**src/core/wdog_pkg.sv**
```systemverilog
// Constants shared by the windowed watchdog and clock monitor.
package wdog_pkg;

  // ----------------------------------------------------------------
  // Service key register layout
  // ----------------------------------------------------------------
  localparam int unsigned SEL_MSB      = 7;
  localparam int unsigned SEL_LSB      = 6;
  localparam int unsigned KEY_MSB      = 5;
  localparam int unsigned KEY_LSB      = 1;
  localparam int unsigned CM_BIT       = 0;
  localparam logic [4:0]  SVC_KEY      = 5'h0c;
  localparam logic [4:0]  KEY_READ     = 5'h00;
  localparam logic [1:0]  SEL_RESET    = 2'h3;
  localparam logic        CM_RESET     = 1'h1;

  // ----------------------------------------------------------------
  // Window timing, in idle timer clocks
  // ----------------------------------------------------------------
  localparam int unsigned CNT_W        = 17;
  localparam logic [16:0] LOWER_LIMIT  = 17'h00800;
  localparam logic [16:0] UPPER_BASE   = 17'h02000;

  // ----------------------------------------------------------------
  // Fault pin stretch and clock monitor timing
  // ----------------------------------------------------------------
  localparam int unsigned STRETCH_CYC  = 16;
  localparam logic [4:0]  STRETCH_LAST = 5'(STRETCH_CYC - 1);
  localparam int unsigned CLK_MHZ      = 100;
  localparam int unsigned CM_LIMIT_US  = 1000;
  localparam int unsigned CM_LIMIT_CYC = CM_LIMIT_US * CLK_MHZ;
  localparam int unsigned CM_GOOD_TICKS = 16;
  localparam int unsigned GAP_W        = 24;

endpackage

```
**src/core/fault_stretch.sv**
```systemverilog
// Fault pin driver: pulls low, stretches after the pin is seen low.
`timescale 1ns/100ps
`default_nettype none

module fault_stretch
(
  input  wire logic core_clk,
  input  wire logic resetn,
  input  wire logic trigger,
  input  wire logic pin_low,
  output logic      drive,
  output logic      busy,
  output logic      done
);

  typedef enum logic [1:0] {ST_IDLE, ST_PULL, ST_HOLD, ST_WAIT} fs_state_t;

  fs_state_t  state;
  fs_state_t  next_state;
  logic [4:0] cnt;
  logic [4:0] next_cnt;

  // ----------------------------------------------------------------
  // Sequencer
  // ----------------------------------------------------------------
  // The hold count starts only once the pin is seen low, so a slow
  // external edge still gets the full stretch.
  always_comb
  begin
    next_state = state;
    next_cnt   = cnt;
    case (state)
      ST_IDLE:
        if (trigger)
          next_state = ST_PULL;
      ST_PULL:
        if (pin_low)
        begin
          next_state = ST_HOLD;
          next_cnt   = 5'h00;
        end
      ST_HOLD:
        if (cnt == wdog_pkg::STRETCH_LAST)
          next_state = ST_WAIT;
        else
          next_cnt = cnt + 5'h01;
      default:
        if (!pin_low)
          next_state = ST_IDLE;
    endcase
  end

  // Registers only.
  always_ff @(posedge core_clk or negedge resetn)
  begin
    if (!resetn)
    begin
      state <= ST_IDLE;
      cnt   <= 5'h00;
    end
    else
    begin
      state <= next_state;
      cnt   <= next_cnt;
    end
  end

  assign drive = (state == ST_PULL) || (state == ST_HOLD);
  assign busy  = (state != ST_IDLE);
  assign done  = (state == ST_WAIT) && !pin_low;
endmodule // fault_stretch

`default_nettype wire

```
**src/core/clock_check.sv**
```systemverilog
// Clock monitor: flags a missing or very slow instruction clock tick.
`timescale 1ns/100ps
`default_nettype none

module clock_check
#(
  parameter int unsigned LIMIT_CYC = wdog_pkg::CM_LIMIT_CYC
)
(
  input  wire logic core_clk,
  input  wire logic resetn,
  input  wire logic enable,
  input  wire logic instr_tick,
  output logic      cm_fault
);

  logic [23:0] gap;
  logic [23:0] next_gap;
  logic [4:0]  good;
  logic [4:0]  next_good;
  logic        err;
  logic        next_err;

  // ----------------------------------------------------------------
  // Gap measure
  // ----------------------------------------------------------------
  // The limit sits far between the fast and slow bounds, so core
  // clock tolerance never matters. Halt stops ticks and so flags.
  always_comb
  begin
    next_gap  = gap;
    next_good = good;
    next_err  = err;
    if (!enable)
    begin
      next_gap  = 24'h000000;
      next_good = 5'h00;
      next_err  = 1'b0;
    end
    else if (instr_tick)
    begin
      next_gap = 24'h000000;
      if (err && (good == 5'(wdog_pkg::CM_GOOD_TICKS - 1)))
        next_err = 1'b0;
      else if (err)
        next_good = good + 5'h01;
    end
    else if (gap == 24'(LIMIT_CYC - 1))
    begin
      next_err  = 1'b1;
      next_good = 5'h00;
    end
    else
      next_gap = gap + 24'h000001;
  end

  // Registers only; the monitor starts idle out of reset.
  always_ff @(posedge core_clk or negedge resetn)
  begin
    if (!resetn)
    begin
      gap  <= 24'h000000;
      good <= 5'h00;
      err  <= 1'b0;
    end
    else
    begin
      gap  <= next_gap;
      good <= next_good;
      err  <= next_err;
    end
  end

  // Gated by the enable so that switching the monitor off frees the
  // pin at once rather than one cycle late.
  assign cm_fault = err && enable;
endmodule // clock_check

`default_nettype wire

```
**src/core/windowed_watchdog_clock_monitor.sv**
```systemverilog
// Windowed watchdog with clock monitor and shared fault pin.
`timescale 1ns/100ps
`default_nettype none

// Functional notes
// - Service before 2048 ticks is an error.
// - Top two bits pick 8k-64k upper bound.
// - Bits five to one must hold key.
// - Bit zero enables the clock monitor.
// - After reset: largest window, monitor on.
// - Both detectors inactive during reset.
// - First keyed write loads settings, then locked.
// - Later writes must match all fields.
// - Watchdog active only when option bit clear.
// - Stretch fault low 16 cycles after low.
// - Service during active fault is ignored.
// - Monitor holds fault until clock recovers.
// - Flag below 10 Hz, never above 5 kHz.
// - Key field reads back as zeros.
// - Watchdog frozen during halt and idle.
// - Monitor stays active in halt and idle.
// - Halt exit restarts window with lower check.
// - Idle exit performs a hardware service.
// - Boot entry services, suppresses lower check.
// - Boot return services, restores lower check.
// - First service may precede 2048 ticks.
module windowed_watchdog_clock_monitor
#(
  parameter int unsigned CM_LIMIT_CYC = wdog_pkg::CM_LIMIT_CYC
)
(
  input  wire logic       core_clk,
  input  wire logic       resetn,
  input  wire logic       idle_tick,
  input  wire logic       instr_tick,
  input  wire logic       wd_option_bit,
  input  wire logic       halt_mode,
  input  wire logic       idle_mode,
  input  wire logic       boot_rom_active,
  input  wire logic       svc_wr,
  input  wire logic [7:0] svc_wdata,
  output logic      [7:0] svc_rdata,
  input  wire logic       fault_pin_in,
  output logic            fault_pin_out,
  output logic            fault_pin_oe
);

  logic [16:0] count;
  logic [16:0] next_count;
  logic [1:0]  sel;
  logic [1:0]  next_sel;
  logic        cm_en;
  logic        next_cm_en;
  logic        configured;
  logic        next_configured;
  logic        lower_en;
  logic        next_lower_en;
  logic [7:0]  next_rdata;
  logic        opt_taken;
  logic        wd_run;
  logic        next_wd_run;
  logic        halt_q;
  logic        idle_q;
  logic        boot_q;
  logic        pin_s1;
  logic        pin_s2;
  logic        pin_low;
  logic        wd_error;
  logic        good_service;
  logic        key_ok;
  logic        full_ok;
  logic [16:0] upper_last;
  logic        low_pwr;
  logic        exit_halt;
  logic        exit_idle;
  logic        boot_enter;
  logic        boot_exit;
  logic        fault_drive;
  logic        fault_busy;
  logic        fault_done;
  logic        cm_fault;
  logic        cm_active;

  // ----------------------------------------------------------------
  // Pin synchroniser and mode edges
  // ----------------------------------------------------------------
  // The pin level is external, so it passes two flops first.
  always_ff @(posedge core_clk or negedge resetn)
  begin
    if (!resetn)
    begin
      pin_s1 <= 1'b1;
      pin_s2 <= 1'b1;
      halt_q <= 1'b0;
      idle_q <= 1'b0;
      boot_q <= 1'b0;
    end
    else
    begin
      pin_s1 <= fault_pin_in;
      pin_s2 <= pin_s1;
      halt_q <= halt_mode;
      idle_q <= idle_mode;
      boot_q <= boot_rom_active;
    end
  end

  assign pin_low    = !pin_s2;
  assign low_pwr    = halt_mode || idle_mode;
  assign exit_halt  = halt_q && !halt_mode;
  assign exit_idle  = idle_q && !idle_mode;
  assign boot_enter = boot_rom_active && !boot_q;
  assign boot_exit  = boot_q && !boot_rom_active;

  // ----------------------------------------------------------------
  // Service decode
  // ----------------------------------------------------------------
  // Upper bound doubles per select step from the 8k base.
  assign upper_last = (wdog_pkg::UPPER_BASE << sel) - 17'h00001;
  assign key_ok     = (svc_wdata[wdog_pkg::KEY_MSB:wdog_pkg::KEY_LSB]
                       == wdog_pkg::SVC_KEY);
  assign full_ok    = key_ok
                      && (svc_wdata[wdog_pkg::SEL_MSB:wdog_pkg::SEL_LSB] == sel)
                      && (svc_wdata[wdog_pkg::CM_BIT] == cm_en);

  // ----------------------------------------------------------------
  // Window counter and service register
  // ----------------------------------------------------------------
  // Mode transitions outrank software writes, since the hardware
  // service that they perform must not be turned into an error.
  always_comb
  begin
    next_count      = count;
    next_sel        = sel;
    next_cm_en      = cm_en;
    next_configured = configured;
    next_lower_en   = lower_en;
    next_wd_run     = wd_run;
    wd_error        = 1'b0;
    good_service    = 1'b0;
    if (!opt_taken)
      next_wd_run = !wd_option_bit;
    if (!wd_run)
      next_count = 17'h00000;
    else if (fault_busy)
      next_count = 17'h00000;
    else if (exit_halt || exit_idle)
    begin
      next_count    = 17'h00000;
      next_lower_en = !boot_rom_active;
    end
    else if (boot_enter)
    begin
      next_count    = 17'h00000;
      next_lower_en = 1'b0;
    end
    else if (boot_exit)
    begin
      next_count    = 17'h00000;
      next_lower_en = 1'b1;
    end
    else if (low_pwr)
      next_count = count;
    else if (svc_wr && !configured)
    begin
      if (key_ok)
      begin
        next_sel        = svc_wdata[wdog_pkg::SEL_MSB:wdog_pkg::SEL_LSB];
        next_cm_en      = svc_wdata[wdog_pkg::CM_BIT];
        next_configured = 1'b1;
        next_lower_en   = !boot_rom_active;
        next_count      = 17'h00000;
        good_service    = 1'b1;
      end
      else
        wd_error = 1'b1;
    end
    else if (svc_wr)
    begin
      if (!full_ok)
        wd_error = 1'b1;
      else if (lower_en && (count < wdog_pkg::LOWER_LIMIT))
        wd_error = 1'b1;
      else
      begin
        next_count   = 17'h00000;
        good_service = 1'b1;
      end
    end
    else if (idle_tick)
    begin
      if (count >= upper_last)
        wd_error = 1'b1;
      else
        next_count = count + 17'h00001;
    end
    next_rdata = {next_sel, wdog_pkg::KEY_READ, next_cm_en};
  end

  // Registers only; reset arms the largest window with monitor on.
  always_ff @(posedge core_clk or negedge resetn)
  begin
    if (!resetn)
    begin
      count      <= 17'h00000;
      sel        <= wdog_pkg::SEL_RESET;
      cm_en      <= wdog_pkg::CM_RESET;
      configured <= 1'b0;
      lower_en   <= 1'b0;
      svc_rdata  <= {wdog_pkg::SEL_RESET, wdog_pkg::KEY_READ, wdog_pkg::CM_RESET};
      opt_taken  <= 1'b0;
      wd_run     <= 1'b0;
    end
    else
    begin
      count      <= next_count;
      sel        <= next_sel;
      cm_en      <= next_cm_en;
      configured <= next_configured;
      lower_en   <= next_lower_en;
      svc_rdata  <= next_rdata;
      opt_taken  <= 1'b1;
      wd_run     <= next_wd_run;
    end
  end

  // ----------------------------------------------------------------
  // Error sources and fault pin
  // ----------------------------------------------------------------
  // The monitor keeps running through halt and idle on purpose.
  assign cm_active = wd_run && cm_en;

  fault_stretch u_stretch
  (
    .core_clk (core_clk),
    .resetn   (resetn),
    .trigger  (wd_error),
    .pin_low  (pin_low),
    .drive    (fault_drive),
    .busy     (fault_busy),
    .done     (fault_done)
  );

  clock_check #(.LIMIT_CYC(CM_LIMIT_CYC)) u_clock
  (
    .core_clk   (core_clk),
    .resetn     (resetn),
    .enable     (cm_active),
    .instr_tick (instr_tick),
    .cm_fault   (cm_fault)
  );

  // Open-drain: the pin only ever sinks; the weak pull-up is outside.
  assign fault_pin_out = 1'b0;
  assign fault_pin_oe  = wd_run && (fault_drive || cm_fault);
endmodule // windowed_watchdog_clock_monitor

`default_nettype wire

```
**config.mk**
```make
export PLATFORM = sky130hd
export DESIGN_NAME = windowed_watchdog_clock_monitor
export DESIGN_NICKNAME = d
export VERILOG_FILES = /design/src/core/wdog_pkg.sv /design/src/core/fault_stretch.sv /design/src/core/clock_check.sv /design/src/core/windowed_watchdog_clock_monitor.sv
export SDC_FILE = /design/constraint.sdc
export NUM_CORES = 1
export LEC_CHECK = 0
export BUFFER_PORTS_ARGS = -buffer_cell sky130_fd_sc_hd__buf_2
export CAP_MARGIN = 20
export CORE_ASPECT_RATIO = 2
export CORE_UTILIZATION = 50
export DETAILED_ROUTE_END_ITERATION = 8
export GPL_ROUTABILITY_DRIVEN = 1
export PLACE_DENSITY = 0.71
export RECOVER_POWER = 25
export SLEW_MARGIN = 20
export SYNTH_ARGS = -nofsm -noshare
export SYNTH_HDL_FRONTEND = slang
export SYNTH_SLANG_ARGS = --single-unit
```
**constraint.sdc**
```tcl
create_clock -name core_clk -period 2.2 [get_ports core_clk]
set_input_delay 0.66 -clock core_clk [delete_from_list [all_inputs] [get_ports core_clk]]
set_output_delay 0.66 -clock core_clk [all_outputs]
set_load 0.01 [all_outputs]
```
==> run_results.csv, run 1 <==
group,metric,value,unit
timing,setup-violations-final,17,
floorplanning,initial_core_util,51.5,%
drt,first_iter_violations,123,
critical_path,slowest_stage,"dfstp_2",
floorplanning,top_level_ports,28,
timing,hold_viol,0,
synthesis,synth_area_per_cell,9.41,um^2
clock_tree,cts.path.max_buffers,2,
layout,fillCellCount,658,
place,place_area,4400,um^2
power,finalPower,3.32,mW
layout,final_nets,511,
critical_path,crit_path_end_kind,"flop",
drt,ant_nets,0,
layout,syn_to_final_growth,22.4,%
timing,tightest_slew,1.65,ns
power,peakVddDrop,594,uV
critical_path,crit_buf_inv,2,
clock_tree,clockRootBuffer,"clkbuf_16",
critical_path,criticalPathCategory,"flop to flop",
clock_tree,h-tree-depth,3,
place,gp_congestion,0.894,
run,cap_violations,1,
synthesis,yosys_warnings,0,
timing,report.final.slew_viol_count,67,
clock_tree,clock_sinks,66,
timing,clock.fmax,444,MHz
layout,stdcell_count,577,
synthesis,synth_area_leaders,"dfrtp_1 (39%), ha_1 (4.8%), nor2_1 (4.6%)",
place,dpl.hpwl,6980,um
synthesis,synthXorXnorAreaFrac,5.59,%
place,portBuffers,21,
critical_path,cp_max_fo,18,
floorplanning,dieArea,8210,um^2
critical_path,crit_arrival,2.48,ns
timing,fin_crit,2.25,ns
power,p_leak,2.08,nW
critical_path,max_stage_delay,0.60,ns
floorplanning,row_count,45,
drt,wl,9530,um
outcome,violations,"capacitance limit, slew limit, setup timing",
min_path,worst_hold_path_type,"flop to flop",
critical_path,cpMostUsedCell,"o31ai_1",
clock_tree,tritoncts,"yes",
synthesis,syn_inst,416,
grt,grt_first_pass_wirelength,15900,um
synthesis,ys_seq_elements,66,
timing,finClkSkew,0.00616,ns
place,place_ws,-0.330,ns
synthesis,synth_top_family_by_area,"simple AND/OR/NAND/NOR gates",
drt,num_vias,3365,
clock_tree,worstSkewPairLatency,0.33,ns
drt,routedWlPerCell,16.5,um
grt,grt_max_degree,67,
synthesis,synth_ff_type,"dfrtp_1",
synthesis,synth_compound_gate_area_share,16.6,%
timing,finalCritPeriodShare,102,%
critical_path,path_delay_family,"compound AO/OA/AOI/OAI gates",
synthesis,synth_edf_count,0,
clock_tree,cts_buffers,9,
outcome,status,"finished with violations",
timing,relSlewSlack,-9.96,%
grt,antenna_found_initial,0,
timing,grt_setup_unrepaired,"yes",
drt,drt-pass1-iter-count,4,
layout,layout_common_cells,"dfrtp_1 (61), nor2_1 (46), buf_4 (37), nand2_1 (33), buf_2 (19)",
critical_path,crit_required,2.43,ns
synthesis,yosysTopAreaCell,"dfrtp_1",
synthesis,synth_mux_area_share,1.63,%
grt,grt_overflow,0,
grt,grt_use_total,25.7,%
power,pwr_density_cell,692,nW/um^2
synthesis,synth_simple_gate_area_share,24.1,%
critical_path,cp-start-kind,"flop",
floorplanning,die_w,64.6,um
synthesis,ys_seq_area_share,42.4,%
drt,drc,0,
layout,final_area,4790,um^2
synthesis,synthArstFlopShare,100,%
synthesis,syn_area,3910,um^2
drt,viasPerCell,5.83,
synthesis,ys_types,60,
place,dp.cells,557,
floorplanning,die_height,127,um
synthesis,synthAdderAreaFrac,4.80,%
synthesis,netlist.area_leader.share,39.0,%
timing,hold_ws,0.358,ns
clock_tree,clkTransAtPathRegs,0.05,ns
layout,layout.cells.most_common,"dfrtp_1",
layout,drive_gt1_share,24.4,%
critical_path,crit_chain,"nand2_2 > ha_4 > o21ai_1 > nor2_1 > nor2_2 > buf_4 > a2111oi_4 > buf_12 > o31ai_1 > o31ai_1",
layout,insertedDiodeCount,0,
grt,first_global_vias,3575,
floorplanning,coreArea,7600,um^2
timing,fin_ws,-0.0509,ns
metal layers:
metal / global-route usage [%] / vias up / part of all wire [%]
li1: - / 1613 / -
met4: 15.4 / 0 / 3.7
met5: 0 / - / 0
met1: 23.7 / 1665 / 35
met3: 4.82 / 27 / 2.5
met2: 49.5 / 60 / 58
path summary, 6_finish.rpt:
check | from | endpoint | slack, ns | depth (start not counted)
worst min register to register | pin_s1 | pin_s2 | 0.36 | 0
min in group asynchronous | resetn | u_stretch.cnt[1] | 0.84 | 2
worst min-delay path | pin_s1 | pin_s2 | 0.36 | 0
max in group asynchronous | resetn | opt_taken | 0.37 | 2
worst max register to register | sel[0] | count[10] | -0.05 | 10
worst max-delay path | sel[0] | count[10] | -0.05 | 10
cells in the mapped netlist (4+ instances only):
cell,count
nand4_1,10
dfstp_2,5
xor2_1,16
nand4b_1,4
and4_1,5
and3_1,16
nand2_1,34
nand2b_1,5
a31oi_1,4
xnor2_1,9
clkbuf_1,6
inv_1,18
nand3_1,18
buf_4,7
or3_1,4
nor2_1,48
nor2b_1,10
o21ai_1,9
o31ai_2,8
o31ai_1,16
nor3_1,6
dfrtp_1,61
a21oi_1,15
ha_1,15
o21ai_0,11
area by class of cell:
class	count	area [um^2]	share of cell area, %
inverters	18	67.6	1.41
multi-input cells	319	2210	46.2
clock buffers	14	254	5.30
flip-flops and latches	66	1660	34.6
repair buffers	64	468	9.77
clock inverters	2	12.5	0.261
well taps	94	118	2.45
worst reg2reg max path, delay by kind of cell, from the launching register on:
family | cells | cell delay, ns
and+or+nand+nor | 3 | 0.30
AOI/OAI and AO/OA | 4 | 0.63
adders and majority gates | 1 | 0.27
DFF | 1 | 0.60
buffers and inverters | 2 | 0.36
per-stage QoR:
stage | utilization (%) | TNS (ns)
floorplan | - | -1.13
global placement | 57.9 | -5.39
detailed placement | 57.9 | -6.85
CTS | 62.2 | -0.0920
global route | 63.0 | -2.23
finish | 63.0 | -0.521
logic make-up after synthesis:
group | after synthesis
AOI/OAI and AO/OA | 86
xor gates and xnor gates | 25
adders and majority gates | 15
buffers and inverters | 37
DFF | 66
muxes | 6
other | 2
and+or+nand+nor | 179
report_power, final:
| group | internal, mW | switching [mW] |
|---|---|---|
| logic | 0.286 | 0.395 |
| registers | 1.29 | 0.0591 |
| clock network | 0.792 | 0.496 |
flip-flops by register name, summed over array words and instances, names as in the netlist, 2 cells and up:
name / cells
svc_rdata: 2
u_clock.good: 5
u_stretch.state: 2
count: 17
u_clock.gap: 24
u_stretch.cnt: 5
repair_timing:
action / in CTS / in global routing
setup endpoints to repair: 18 / 23
gates cloned: 0 / 0
gates resized for setup: 9 / 13
setup buffers: 1 / 3
hold buffers: 0 / 0
pin swaps: 3 / 6
Note: power is estimated with default switching activity, not from simulation.
==> run 2, diff against run 1 <==
PLACE_DENSITY = 0.68   (was 0.71)
SLEW_MARGIN = not set   (was 20)
clock period = 2.66 ns   (was 2.2 ns; I/O delays follow)
==> run_results.csv, run 2 (same netlist as run 1, synthesis figures left out) <==
group,metric,value,unit
clock_tree,cts_buffers,9,
timing,relSlewSlack,-7.32,%
floorplanning,coreArea,7600,um^2
place,gp_congestion,0.809,
critical_path,crit_arrival,2.63,ns
drt,viasPerCell,5.90,
power,pwr_density_cell,666,nW/um^2
clock_tree,clock_sinks,66,
drt,num_vias,3234,
floorplanning,die_w,64.6,um
layout,layout_common_cells,"dfrtp_1 (61), nor2_1 (47), nand2_1 (34)",
drt,routedWlPerCell,16.3,um
power,peakVddDrop,468,uV
grt,antenna_found_initial,0,
outcome,status,"finished with violations",
floorplanning,initial_core_util,51.5,%
floorplanning,die_height,127,um
timing,fin_ws,0.248,ns
layout,insertedDiodeCount,0,
timing,clock.fmax,415,MHz
layout,stdcell_count,548,
layout,final_area,4510,um^2
place,portBuffers,21,
timing,grt_setup_unrepaired,"no",
grt,grt_first_pass_wirelength,15200,um
place,place_area,4170,um^2
clock_tree,worstSkewPairLatency,0.33,ns
timing,report.final.slew_viol_count,67,
critical_path,crit_required,2.88,ns
layout,final_nets,482,
floorplanning,dieArea,8210,um^2
grt,grt_overflow,0,
grt,grt_max_degree,67,
drt,wl,8930,um
floorplanning,top_level_ports,28,
clock_tree,h-tree-depth,3,
clock_tree,clkTransAtPathRegs,0.06,ns
min_path,worst_hold_path_type,"flop to flop",
critical_path,crit_chain,"clkbuf_1 > inv_1 > ha_1 > and3_1 > a21oi_1 > a211o_1 > nand3b_1 > buf_4 > o31ai_1",
place,dp.cells,532,
timing,tightest_slew,1.61,ns
layout,regMostFlops,"u_clock.gap",
critical_path,crit_path_end_kind,"flop",
place,place_ws,-0.0127,ns
layout,utilization,59.3,%
layout,syn_to_final_growth,15.2,%
critical_path,criticalPathCategory,"input port to flop",
critical_path,slowest_stage,"ha_1",
timing,hold_viol,0,
timing,fin_crit,2.41,ns
timing,fin_tns_setup,0,ns
critical_path,max_stage_delay,0.32,ns
place,dpl.hpwl,6480,um
floorplanning,row_count,45,
power,p_leak,1.95,nW
clock_tree,tritoncts,"yes",
layout,largest_reg_flops,24,
drt,drc,0,
run,cap_violations,1,
critical_path,cp_max_fo,5,
timing,setup-violations-final,0,
layout,layout.cells.most_common,"dfrtp_1",
timing,finalCritPeriodShare,90.7,%
layout,biggestRegsByFlops,"u_clock.gap (24), count (17)",
grt,first_global_vias,3251,
layout,drive_gt1_share,16.3,%
clock_tree,clockRootBuffer,"clkbuf_16",
outcome,violations,"capacitance limit, slew limit",
drt,first_iter_violations,143,
drt,ant_nets,0,
timing,finClkSkew,0.00426,ns
critical_path,cp-start-kind,"input port",
drt,drt-pass1-iter-count,4,
clock_tree,cts.path.max_buffers,2,
grt,grt_use_total,24.1,%
## run 2: path summary, 6_finish.rpt
check,start,slack (ns),end,cells after the start
setup / recovery,boot_rom_active,0.25,count[14],9
min in group asynchronous,resetn,0.96,u_stretch.cnt[0],2
hold / removal,pin_s1,0.36,pin_s2,0
hold reg to reg,pin_s1,0.36,pin_s2,0
max in group asynchronous,resetn,0.73,u_clock.gap[0],2
setup reg to reg,svc_rdata[7],0.28,count[14],9
## run 2: critical path: cells and delay by family
family | cells | cell delay, ns
buffers and inverters | 3 | 0.42
AO/OA/AOI/OAI | 3 | 0.69
AND/OR/NAND/NOR | 2 | 0.39
adder cells (fa/ha/maj) | 1 | 0.32
## run 2: power breakdown
group / total, mW / switching, mW / internal, mW
Combinational: 0.480 / 0.294 / 0.187
Clock: 1.40 / 0.457 / 0.944
Sequential: 1.12 / 0.0550 / 1.07
## run 2: metrics by stage
step                      hold slack, ns  total power, mW
after floorplan                    0.345             1.46
after global placement             0.347             1.60
after detailed placement           0.349             1.62
after CTS                          0.360             3.03
after global routing               0.360             3.13
final                              0.356             3.00
## run 2: final cells by class
| type | count | area, um^2 |
|---|---|---|
| Timing Repair Buffer | 35 | 216 |
| Clock inverter | 6 | 113 |
| Clock buffer | 10 | 239 |
| Fill cell | 669 | 3090 |
| Inverter | 18 | 67.6 |
| Tap cell | 94 | 118 |
| Multi-Input combinational cell | 319 | 2100 |
| Sequential cell | 66 | 1660 |
## run 2: timing repair
action,4_1_cts,5_1_grt
gates resized for setup,0,1
hold endpoints to repair,0,0
setup endpoints to repair,0,1
hold buffers,0,0
buffers inserted,0,0
## run 2: per-layer routing
layer	global-route usage [%]	vias to the layer above	wire, um
met5	0	-	0
met2	44.5	55	4990
met3	3.75	18	219
met1	25.9	1602	3470
li1	-	1559	-
met4	11.8	0	248
